<file path="src/rtl/asramc_pkg.sv">
/*
  Shared constants and carrier types for the host-side controller of an
  asynchronous 16K x 4 static memory.
  Assumes a single 25 MHz system clock; timings are for the slowest grade.
*/
package asramc_pkg;

  localparam int ADDR_W        = 14;
  localparam int DATA_W        = 4;
  localparam int WORDS         = 16384;

  // timing figures in ns
  localparam int CLK_PERIOD_NS = 40;
  localparam int T_AA_NS       = 70;   // address / select access, max
  localparam int T_WP_NS       = 50;   // write pulse, min
  localparam int T_CW_NS       = 50;   // select to end of write, min
  localparam int T_DS_NS       = 30;   // data set-up to end of write, min
  localparam int T_WZ_NS       = 25;   // strobe to device output off, max

  // least times round up, never below one cycle
  localparam int ACC_CYC  = (T_AA_NS + CLK_PERIOD_NS - 1) / CLK_PERIOD_NS;
  localparam int WP_CYC   = (T_WP_NS + CLK_PERIOD_NS - 1) / CLK_PERIOD_NS;
  localparam int CW_CYC   = (T_CW_NS + CLK_PERIOD_NS - 1) / CLK_PERIOD_NS;
  localparam int DS_CYC   = (T_DS_NS + CLK_PERIOD_NS - 1) / CLK_PERIOD_NS;
  localparam int WZ_CYC   = (T_WZ_NS + CLK_PERIOD_NS - 1) / CLK_PERIOD_NS;
  localparam int SYNC_STG = 2;

  // cycles with data driven before the write ends
  localparam int DATA_A   = (WP_CYC - WZ_CYC > DS_CYC) ? WP_CYC - WZ_CYC : DS_CYC;
  localparam int DATA_CYC = (CW_CYC - WZ_CYC > DATA_A) ? CW_CYC - WZ_CYC : DATA_A;

  localparam logic [ADDR_W-1:0] ADDR_RST = 14'h0000;
  localparam logic [DATA_W-1:0] DATA_RST = 4'h0;

  typedef enum logic [2:0] {
    ST_IDLE     = 3'h0,
    ST_WR_ADDR  = 3'h1,
    ST_WR_PULSE = 3'h3,
    ST_WR_DATA  = 3'h2,
    ST_WR_END   = 3'h6,
    ST_WR_REL   = 3'h7,
    ST_RD_ACC   = 3'h4
  } asramc_state_e;

  typedef struct packed {
    logic              we;
    logic [ADDR_W-1:0] addr;
    logic [DATA_W-1:0] wdata;
  } asramc_req_s;

  typedef struct packed {
    logic              sel_n;
    logic              wstrobe_n;
    logic [ADDR_W-1:0] word_address;
    logic [DATA_W-1:0] data;
    logic              data_oe;
  } asramc_pins_s;

endpackage

</file>
<file path="src/rtl/asramc_ctrl.sv">
/*
  Host-side controller for an asynchronous 16K x 4 static memory: turns
  single word requests into select / write strobe / address / data pin cycles.
  Assumes one 25 MHz clock, the memory on the pins, and a testbench that
  resolves the shared data wire from pins_o.data_oe.
*/
// Operation
// - With select held low the address may change as soon as data is valid.
// - The host drives write data only once the memory outputs have turned off.
// - A strobe-ended write needs data set-up and hold around the strobe rising edge.
// - A select-ended write needs set-up and hold around select rising; outputs stay off.
// - The host keeps select or strobe high while the address changes.
// - The host drives select and strobe with clean single transitions.
`timescale 1ns/1ps
module asramc_ctrl
  import asramc_pkg::*;
#(
  parameter int ACC_CYC_P  = asramc_pkg::ACC_CYC,
  parameter int WZ_CYC_P   = asramc_pkg::WZ_CYC,
  parameter int DATA_CYC_P = asramc_pkg::DATA_CYC
) (
  input  wire logic                             clk_sys_i,   // system clock
  input  wire logic                             resetn_i,    // async reset, low
  input  wire logic                             req_i,       // request valid
  input  wire asramc_pkg::asramc_req_s          req_data_i,  // we, address, write data
  output logic                                  ready_o,     // request taken when high
  output logic                                  rvalid_o,    // read data pulse
  output logic      [asramc_pkg::DATA_W-1:0]    rdata_o,     // read data
  output logic                                  wdone_o,     // write done pulse
  output asramc_pkg::asramc_pins_s              pins_o,      // memory pins out
  input  wire logic [asramc_pkg::DATA_W-1:0]    mem_data_i   // memory data pins in
);

  import asramc_pkg::*;

  localparam int RD_WAIT = ACC_CYC_P + SYNC_STG;

  if (RD_WAIT > 7 || WZ_CYC_P < 1 || WZ_CYC_P > 7 || DATA_CYC_P < 1 || DATA_CYC_P > 7)
  begin : g_bad_counts
    $error("asramc_ctrl: cycle counts out of range for 3-bit counter");
  end

  ////////////////////////////////////////////////////////////////////////////
  // state and counter

  asramc_state_e     state_ff;
  asramc_state_e     nxt_state;
  logic [2:0]        cnt_ff;
  logic [DATA_W-1:0] data_sync;
  logic              take;
  logic              rd_done;

  asramc_sync #(
    .WIDTH (DATA_W)
  ) u_sync (
    .clk_sys_i (clk_sys_i),
    .resetn_i  (resetn_i),
    .async_i   (mem_data_i),
    .sync_o    (data_sync)
  );

  // fixed wait, no dependence on deselect time
  assign rd_done = (state_ff == ST_RD_ACC) && (cnt_ff == 3'(RD_WAIT - 1));
  assign ready_o = (state_ff == ST_IDLE) || rd_done;
  assign take    = req_i && ready_o;

  always_comb
  begin
    nxt_state = state_ff;
    case (state_ff)
      ST_IDLE:
      begin
        if (take)
          nxt_state = req_data_i.we ? ST_WR_ADDR : ST_RD_ACC;
      end
      ST_RD_ACC:
      begin
        if (rd_done)
        begin
          if (take && !req_data_i.we)
            nxt_state = ST_RD_ACC;
          else if (take)
            nxt_state = ST_WR_ADDR;
          else
            nxt_state = ST_IDLE;
        end
      end
      ST_WR_ADDR:  nxt_state = ST_WR_PULSE;
      ST_WR_PULSE:
      begin
        if (cnt_ff == 3'(WZ_CYC_P - 1))
          nxt_state = ST_WR_DATA;
      end
      ST_WR_DATA:
      begin
        if (cnt_ff == 3'(DATA_CYC_P - 1))
          nxt_state = ST_WR_END;
      end
      ST_WR_END:   nxt_state = ST_WR_REL;
      ST_WR_REL:   nxt_state = ST_IDLE;
      default:     nxt_state = ST_IDLE;
    endcase
  end

  always_ff @(posedge clk_sys_i or negedge resetn_i)
  begin
    if (!resetn_i)
      state_ff <= ST_IDLE;
    else
      state_ff <= nxt_state;
  end

  always_ff @(posedge clk_sys_i or negedge resetn_i)
  begin
    if (!resetn_i)
      cnt_ff <= 3'h0;
    else if (nxt_state != state_ff || rd_done)
      cnt_ff <= 3'h0;
    else
      cnt_ff <= cnt_ff + 3'h1;
  end

  ////////////////////////////////////////////////////////////////////////////
  // pin drive, all from flops so strobes never glitch

  logic              sel_n_ff;
  logic              wstrobe_n_ff;
  logic              data_oe_ff;
  logic [ADDR_W-1:0] addr_ff;
  logic [DATA_W-1:0] wdata_ff;

  always_ff @(posedge clk_sys_i or negedge resetn_i)
  begin
    if (!resetn_i)
    begin
      sel_n_ff     <= 1'b1;
      wstrobe_n_ff <= 1'b1;
    end
    else
    begin
      // select low only in access, pulse and data phases; idle is standby
      sel_n_ff     <= !(nxt_state == ST_RD_ACC || nxt_state == ST_WR_PULSE
                        || nxt_state == ST_WR_DATA);
      // strobe falls with select, so memory outputs never turn on
      wstrobe_n_ff <= !(nxt_state == ST_WR_PULSE || nxt_state == ST_WR_DATA
                        || nxt_state == ST_WR_END);
    end
  end

  always_ff @(posedge clk_sys_i or negedge resetn_i)
  begin
    if (!resetn_i)
      data_oe_ff <= 1'b0;
    else
      data_oe_ff <= (nxt_state == ST_WR_DATA) || (nxt_state == ST_WR_END);
  end

  // address moves only on a read or on entry to the write address phase
  always_ff @(posedge clk_sys_i or negedge resetn_i)
  begin
    if (!resetn_i)
    begin
      addr_ff  <= ADDR_RST;
      wdata_ff <= DATA_RST;
    end
    else if (take)
    begin
      addr_ff  <= req_data_i.addr;
      wdata_ff <= req_data_i.wdata;
    end
  end

  assign pins_o = '{sel_n: sel_n_ff, wstrobe_n: wstrobe_n_ff, word_address: addr_ff,
                    data: wdata_ff, data_oe: data_oe_ff};

  ////////////////////////////////////////////////////////////////////////////
  // answers

  logic [DATA_W-1:0] rdata_ff;
  logic              rvalid_ff;
  logic              wdone_ff;

  always_ff @(posedge clk_sys_i or negedge resetn_i)
  begin
    if (!resetn_i)
    begin
      rdata_ff  <= DATA_RST;
      rvalid_ff <= 1'b0;
      wdone_ff  <= 1'b0;
    end
    else
    begin
      rvalid_ff <= rd_done;
      wdone_ff  <= (state_ff == ST_WR_REL);
      if (rd_done)
        rdata_ff <= data_sync;
    end
  end

  assign rdata_o  = rdata_ff;
  assign rvalid_o = rvalid_ff;
  assign wdone_o  = wdone_ff;
endmodule

</file>
<file path="src/rtl/asramc_sync.sv">
/*
  Two-stage level synchroniser for a bus of pin inputs.
  Assumes the inputs are asynchronous to clk_sys_i.
*/
`timescale 1ns/1ps
module asramc_sync #(
  parameter int WIDTH = 4
) (
  input  wire logic             clk_sys_i,  // system clock
  input  wire logic             resetn_i,   // async reset, low
  input  wire logic [WIDTH-1:0] async_i,    // pin level
  output logic      [WIDTH-1:0] sync_o      // synchronised level
);

  logic [WIDTH-1:0] meta_ff;
  logic [WIDTH-1:0] sync_ff;

  always_ff @(posedge clk_sys_i or negedge resetn_i)
  begin
    if (!resetn_i)
    begin
      meta_ff <= '0;
      sync_ff <= '0;
    end
    else
    begin
      meta_ff <= async_i;
      sync_ff <= meta_ff;
    end
  end

  assign sync_o = sync_ff;

endmodule

</file>
<file path="config.mk">
export PLATFORM = sky130hd
export DESIGN_NAME = asramc_ctrl
export DESIGN_NICKNAME = d
export VERILOG_FILES = /design/src/rtl/asramc_pkg.sv /design/src/rtl/asramc_ctrl.sv /design/src/rtl/asramc_sync.sv
export SDC_FILE = /design/constraint.sdc
export NUM_CORES = 1
export LEC_CHECK = 0
export ABC_AREA = 1
export BUFFER_PORTS_ARGS = -buffer_cell sky130_fd_sc_hd__buf_2
export CAP_MARGIN = 20
export CORE_MARGIN = 5
export CORE_UTILIZATION = 52
export CTS_BUF_LIST = sky130_fd_sc_hd__clkbuf_4
export CTS_CLUSTER_DIAMETER = 120
export DETAILED_ROUTE_END_ITERATION = 10
export HOLD_SLACK_MARGIN = 0.12
export PLACE_DENSITY_LB_ADDON = 0.05
export SLEW_MARGIN = 40
export SYNTH_ARGS = -nofsm -noshare
export SYNTH_HDL_FRONTEND = slang
export SYNTH_SLANG_ARGS = --single-unit
</file>
<file path="constraint.sdc">
create_clock -name clk_sys_i -period 1.7 [get_ports clk_sys_i]
set_input_delay 0.34 -clock clk_sys_i [delete_from_list [all_inputs] [get_ports clk_sys_i]]
set_output_delay 0.34 -clock clk_sys_i [all_outputs]
set_load 0.005 [all_outputs]
</file>
Yosys cells after proc, flatten, opt, wreduce, memory -nomap -nowiden
Cells that the tools add are included.
Widths: inputs -> output; s select.
- div/mod/pow operators: 0
- muxes and demuxes: 9
- magnitude comparators: 0
- reduce and logical (&&, ||, !) cells: 15
- shift operators: 0
- bitwise operators: 0
- $mul: 0
- $add $sub $neg: 1
- eq/ne operators: 12
- operators by type and width (operator ; number):
    $mux 3 ; 7
    $pmux 3 s6 ; 1
    $eq 3x2->1 const B ; 5
    $eq 3x3->1 const B ; 5
    $logic_or 1x1->1 ; 7
    $logic_not 3->1 ; 2
    $add 3x1->3 const B ; 1
    $eq 3x1->1 const B ; 1
    $logic_and 1x1->1 ; 3
    $logic_not 1->1 ; 3
    $ne 3x3->1 ; 1
    $mux 1 ; 1
- flip-flop bits (word level): 41
- bits in latches: 0
- ROM bits: 0
- input port bits: 26
- word-level logic and storage cells: 49
- bits in writable memories: 0
- output and inout bits: 28
- memories kept: 0

Logic depth before layout (Yosys ltp)
- depth in word-level cells: 12
- mapped depth: 11
- gate-level depth less buffers: 11

Modules after synthesis
Synthesis repeated with hierarchy kept, for this count alone.
- cell total of the unflattened synthesis: 168
- area, all modules: 1715.4 µm²
- by module, submodules not included (module ; cells each ; area an instance (µm²) ; seq. area each (µm²) ; times used):
    asramc_ctrl ; 160 ; 1515.2 ; 828.3 ; 1
    asramc_sync ; 8 ; 200.2 ; 200.2 ; 1

Worst setup path after synthesis
Ideal clock, no wire load.
- path type: register to output
- start point: register cnt_ff[0]
- end point: output ready_o
- data arrival time: 1.242 ns
- path buffers: 2
- data required time: 1.360 ns
- setup slack: 0.118 ns
- cell stages (with the launch flop): 7
- path through: dfrtp_1 > ha_1 > ha_1 > nand3_4 > nand2_4 > buf_12 > buf_12
- word-level cells in the longest chain between the ends: 3
- RTL lines (what ; line ; text):
    start, declared ; asramc_ctrl.sv:48 ; logic [2:0] cnt_ff;
    start signal, assigned ; asramc_ctrl.sv:120 ; cnt_ff <= cnt_ff + 3'h1;
    $eq 3x2->1 ; asramc_ctrl.sv:63 ; assign rd_done = (state_ff == ST_RD_ACC) && (cnt_ff == 3'(RD_WAIT - 1));
    $logic_and 1x1->1 ; asramc_ctrl.sv:63 ;
    $logic_or 1x1->1 ; asramc_ctrl.sv:64 ; assign ready_o = (state_ff == ST_IDLE) || rd_done;
    end, declared ; asramc_ctrl.sv:26 ; output logic ready_o,
Every way passes these cells.

Worst setup path in the final report
Same ends and word-level chain as after synthesis.

==> impl_metrics.json <==
{
  "status": "finished with violations",
  "violations": "setup timing",
  "use_met2": 0.3153,
  "startpoint": "cnt_ff[0]$_DFF_PN0_",
  "r2r-end": "cnt_ff[2]$_DFF_PN0_",
  "synth.distinct_cells": 17,
  "clk_pin_slew_worst_paths_ns": 0.11,
  "synthSimpleGateAreaFrac": 0.2874,
  "p_per_area_nw_per_um2": 1625,
  "synth_area_leader_cell": "dfrtp_1",
  "grt_usage": 0.1766,
  "drt-initial-drc-count": 53,
  "root_buffer": "clkbuf_4",
  "leakage_nw": 1.211,
  "finClkSkew_ns": 0.004152,
  "ys_top_cells_by_count": "nand2_1 (64), dfrtp_1 (39), nand3_1 (13)",
  "period_minus_slack_ns": 1.731,
  "busiest_layer": "met2",
  "dr.pass1.iters": 4,
  "place.port_buffers": 53,
  "grt_overflow_total": 0,
  "synthCells": 168,
  "p_clk_frac": 0.176,
  "worstPathRequired_ns": 1.36,
  "arrival_ns": 1.39,
  "endpoint": "ready_o",
  "totalWireLength_mm": 3.445,
  "yosysMostFrequentCell": "nand2_1",
  "met1_usage": 0.1937,
  "antenna_left": 0,
  "crit_path_start_kind": "flip-flop",
  "gp_congestion": 0.7907,
  "finalCritPeriodShare": 1.018,
  "synth_compound_area_frac": 0.005835,
  "clock_latency_ns": 0.34,
  "drv_cap": 0,
  "hold_path_class": "in -> reg",
  "die_w_um": 67.44,
  "pwr-share-seq": 0.441,
  "finalNetCount": 262,
  "n_antenna_cell": 0,
  "use_met3": 0.06156,
  "drive_above_1_share": 0.3761,
  "drcViolationCount": 0,
  "rows": 20,
  "reg2reg_from": "cnt_ff[0]$_DFF_PN0_",
  "syn_area_um2": 1715,
  "grt_pass1_vias": 1350,
  "cts_tree": "built",
  "pin_count": 54,
  "r2r_cells": 12,
  "internal-power_mw": 2.256,
  "vias_per_cell": 4.737,
  "die_h_um": 67.44,
  "core_um2": 3103,
  "grt_pass1_wl_mm": 5.885,
  "netlist_top_cells_area": "dfrtp_1 (57%), nand2_1 (14%), nand3_2 (5.3%)",
  "synth-warning-count": 0,
  "synth_ff_type": "dfrtp_1",
  "grt_max_degree": 28,
  "worstMarginPinSlew_ns": 0.3477,
  "switching_share": 0.3614,
  "fmax_ghz": 0.5779,
  "cts.path.max_buffers": 2,
  "muxShareOfSynthArea": 0,
  "wl_per_cell_um": 12.39,
  "ys_seq_area_frac": 0.5996,
  "h-tree-depth": 2,
  "async_reset_ff_frac": 1.000,
  "finalHoldViolCount": 0,
  "critical_path_class": "reg -> out",
  "maxSlewHeadroom": 0.7682,
  "fin_ws_ns": -0.03051,
  "min_from": "req_data_i[7]",
  "r2r_setup_slack_ns": 0.12,
  "num_vias": 1317,
  "area_growth_pct": 26.70,
  "rsz0062_at_grt": "yes",
  "ys_ff_latch": 41,
  "hold_slack_ns": 0.2179,
  "synth_fa_ha_area_frac": 0.02188,
  "combPwrFrac": 0.383,
  "slew_violations": 0,
  "initial_core_util": 0.5528,
  "dp_cells": 260,
  "end_kind": "output port",
  "synth_edf_count": 0,
  "synthXorXnorAreaFrac": 0,
  "syn_area_per_cell_um2": 10.21,
  "p_switching_mw": 1.277,
  "clock_sinks": 41,
  "finalSetupViolations": 1,
  "synthDominantCellAreaShare": 0.5689,
  "synth_fp_nets": 197,
  "cp_max_fo": 2,
  "synth_top_family_by_area": "simple AND/OR/NAND/NOR gates",
  "dp_hpwl_mm": 2.473,
  "antenna_found_initial": 0,
  "instances_no_fill": 278,
  "numCtsBuffers": 5,
  "vdd_drop_max_v": 0.0008176,
  "dieArea_um2": 4547
}
==> worst min path at each step <==
stage                              endpoint  slack, ns  cells after the start
finish               addr_ff[3]$_DFFE_PN0N_       0.22                      3
global route         addr_ff[6]$_DFFE_PN0N_       0.21                      3
CTS                 wdata_ff[2]$_DFFE_PN0N_       0.21                      3
detailed placement    state_ff[1]$_DFF_PN0_       0.27                      1
global placement      state_ff[1]$_DFF_PN0_       0.26                      1
floorplan            addr_ff[0]$_DFFE_PN0N_       0.04                      0
==> worst max-delay path: stages (launching register included) <==
cell and delay (ns):
dfrtp_1 0.41, ha_2 0.20, ha_4 0.17, nand3_4 0.10, nand2_8 0.05, buf_6 0.11
==> cell families after synthesis <==
kind of cell	Yosys count
AO/OA/AOI/OAI	2
adder cells (fa/ha/maj)	3
buffers and inverters	21
flip-flops	41
AND/OR/NAND/NOR	101
==> timing repair <==
action	4_1_cts	5_1_grt
setup endpoints to repair	1	1
resized for setup	5	2
buffers inserted	3	2
pin swaps	3	3
hold buffers	5	0
hold endpoints to repair	16	0
==> layer usage <==
metal	up-vias	part of all wire	routed length (um)
met5	-	0	0
met4	0	0.015	50
met3	6	0.081	280
met2	44	0.50	1738
met1	618	0.40	1376
li1	649	-	-
==> power by group through the flow <==
stage	clock, mW	combinational [mW]	sequential [mW]
5_1_grt	0.686	1.54	1.61
6_report	0.623	1.35	1.56
3_5_place_dp	0	1.25	1.57
4_1_cts	0.644	1.33	1.56
2_1_floorplan	0	0.851	1.58
3_3_place_gp	0	1.21	1.56
==> final cells by class <==
type / instances / area [um^2]
clock inverters: 2 / 33.78
flip-flops and latches: 41 / 1030
clock buffers: 6 / 45.04
well taps: 44 / 55.05
repair buffers: 66 / 394.1
inverters: 13 / 48.80
fillers: 265 / 929.6
multi-input cells: 106 / 566.8
==> sequential cells by signal, summed over array words and instances, names as in the netlist, 3 cells and up <==
| signal | flops |
|---|---|
| u_sync.meta_ff | 4 |
| rdata_o | 4 |
| addr_ff | 14 |
| u_sync.sync_o | 4 |
| state_ff | 3 |
| wdata_ff | 4 |
| cnt_ff | 3 |
==> cells in the final DEF (no fill, tap or decap), drive strengths merged <==
master       count
nand3           23
nand2           66
clkinv           1
dlygate4sd3      5
dfstp            2
bufinv           1
nand4            2
buf             61
ha               3
nor2            10
dfrtp           39
inv             13
clkbuf           6
a21oi            2
==> stage by stage <==
step                      power, mW  instance area, um^2  utilization  setup WS, ns  setup TNS, ns
after CTS                     3.526                 2155       0.6944      -0.04618       -0.04618
after detailed placement      2.827                 1973       0.6359        0.1143              0
final                         3.533                 2173       0.7004      -0.03051       -0.03051
after global routing          3.834                 2173       0.7004       -0.1020        -0.1538
after floorplan               2.431                 1715            -        0.1184              0
after global placement        2.771                 1973       0.6359        0.1662              0
Note: power is estimated with default switching activity, not from simulation.
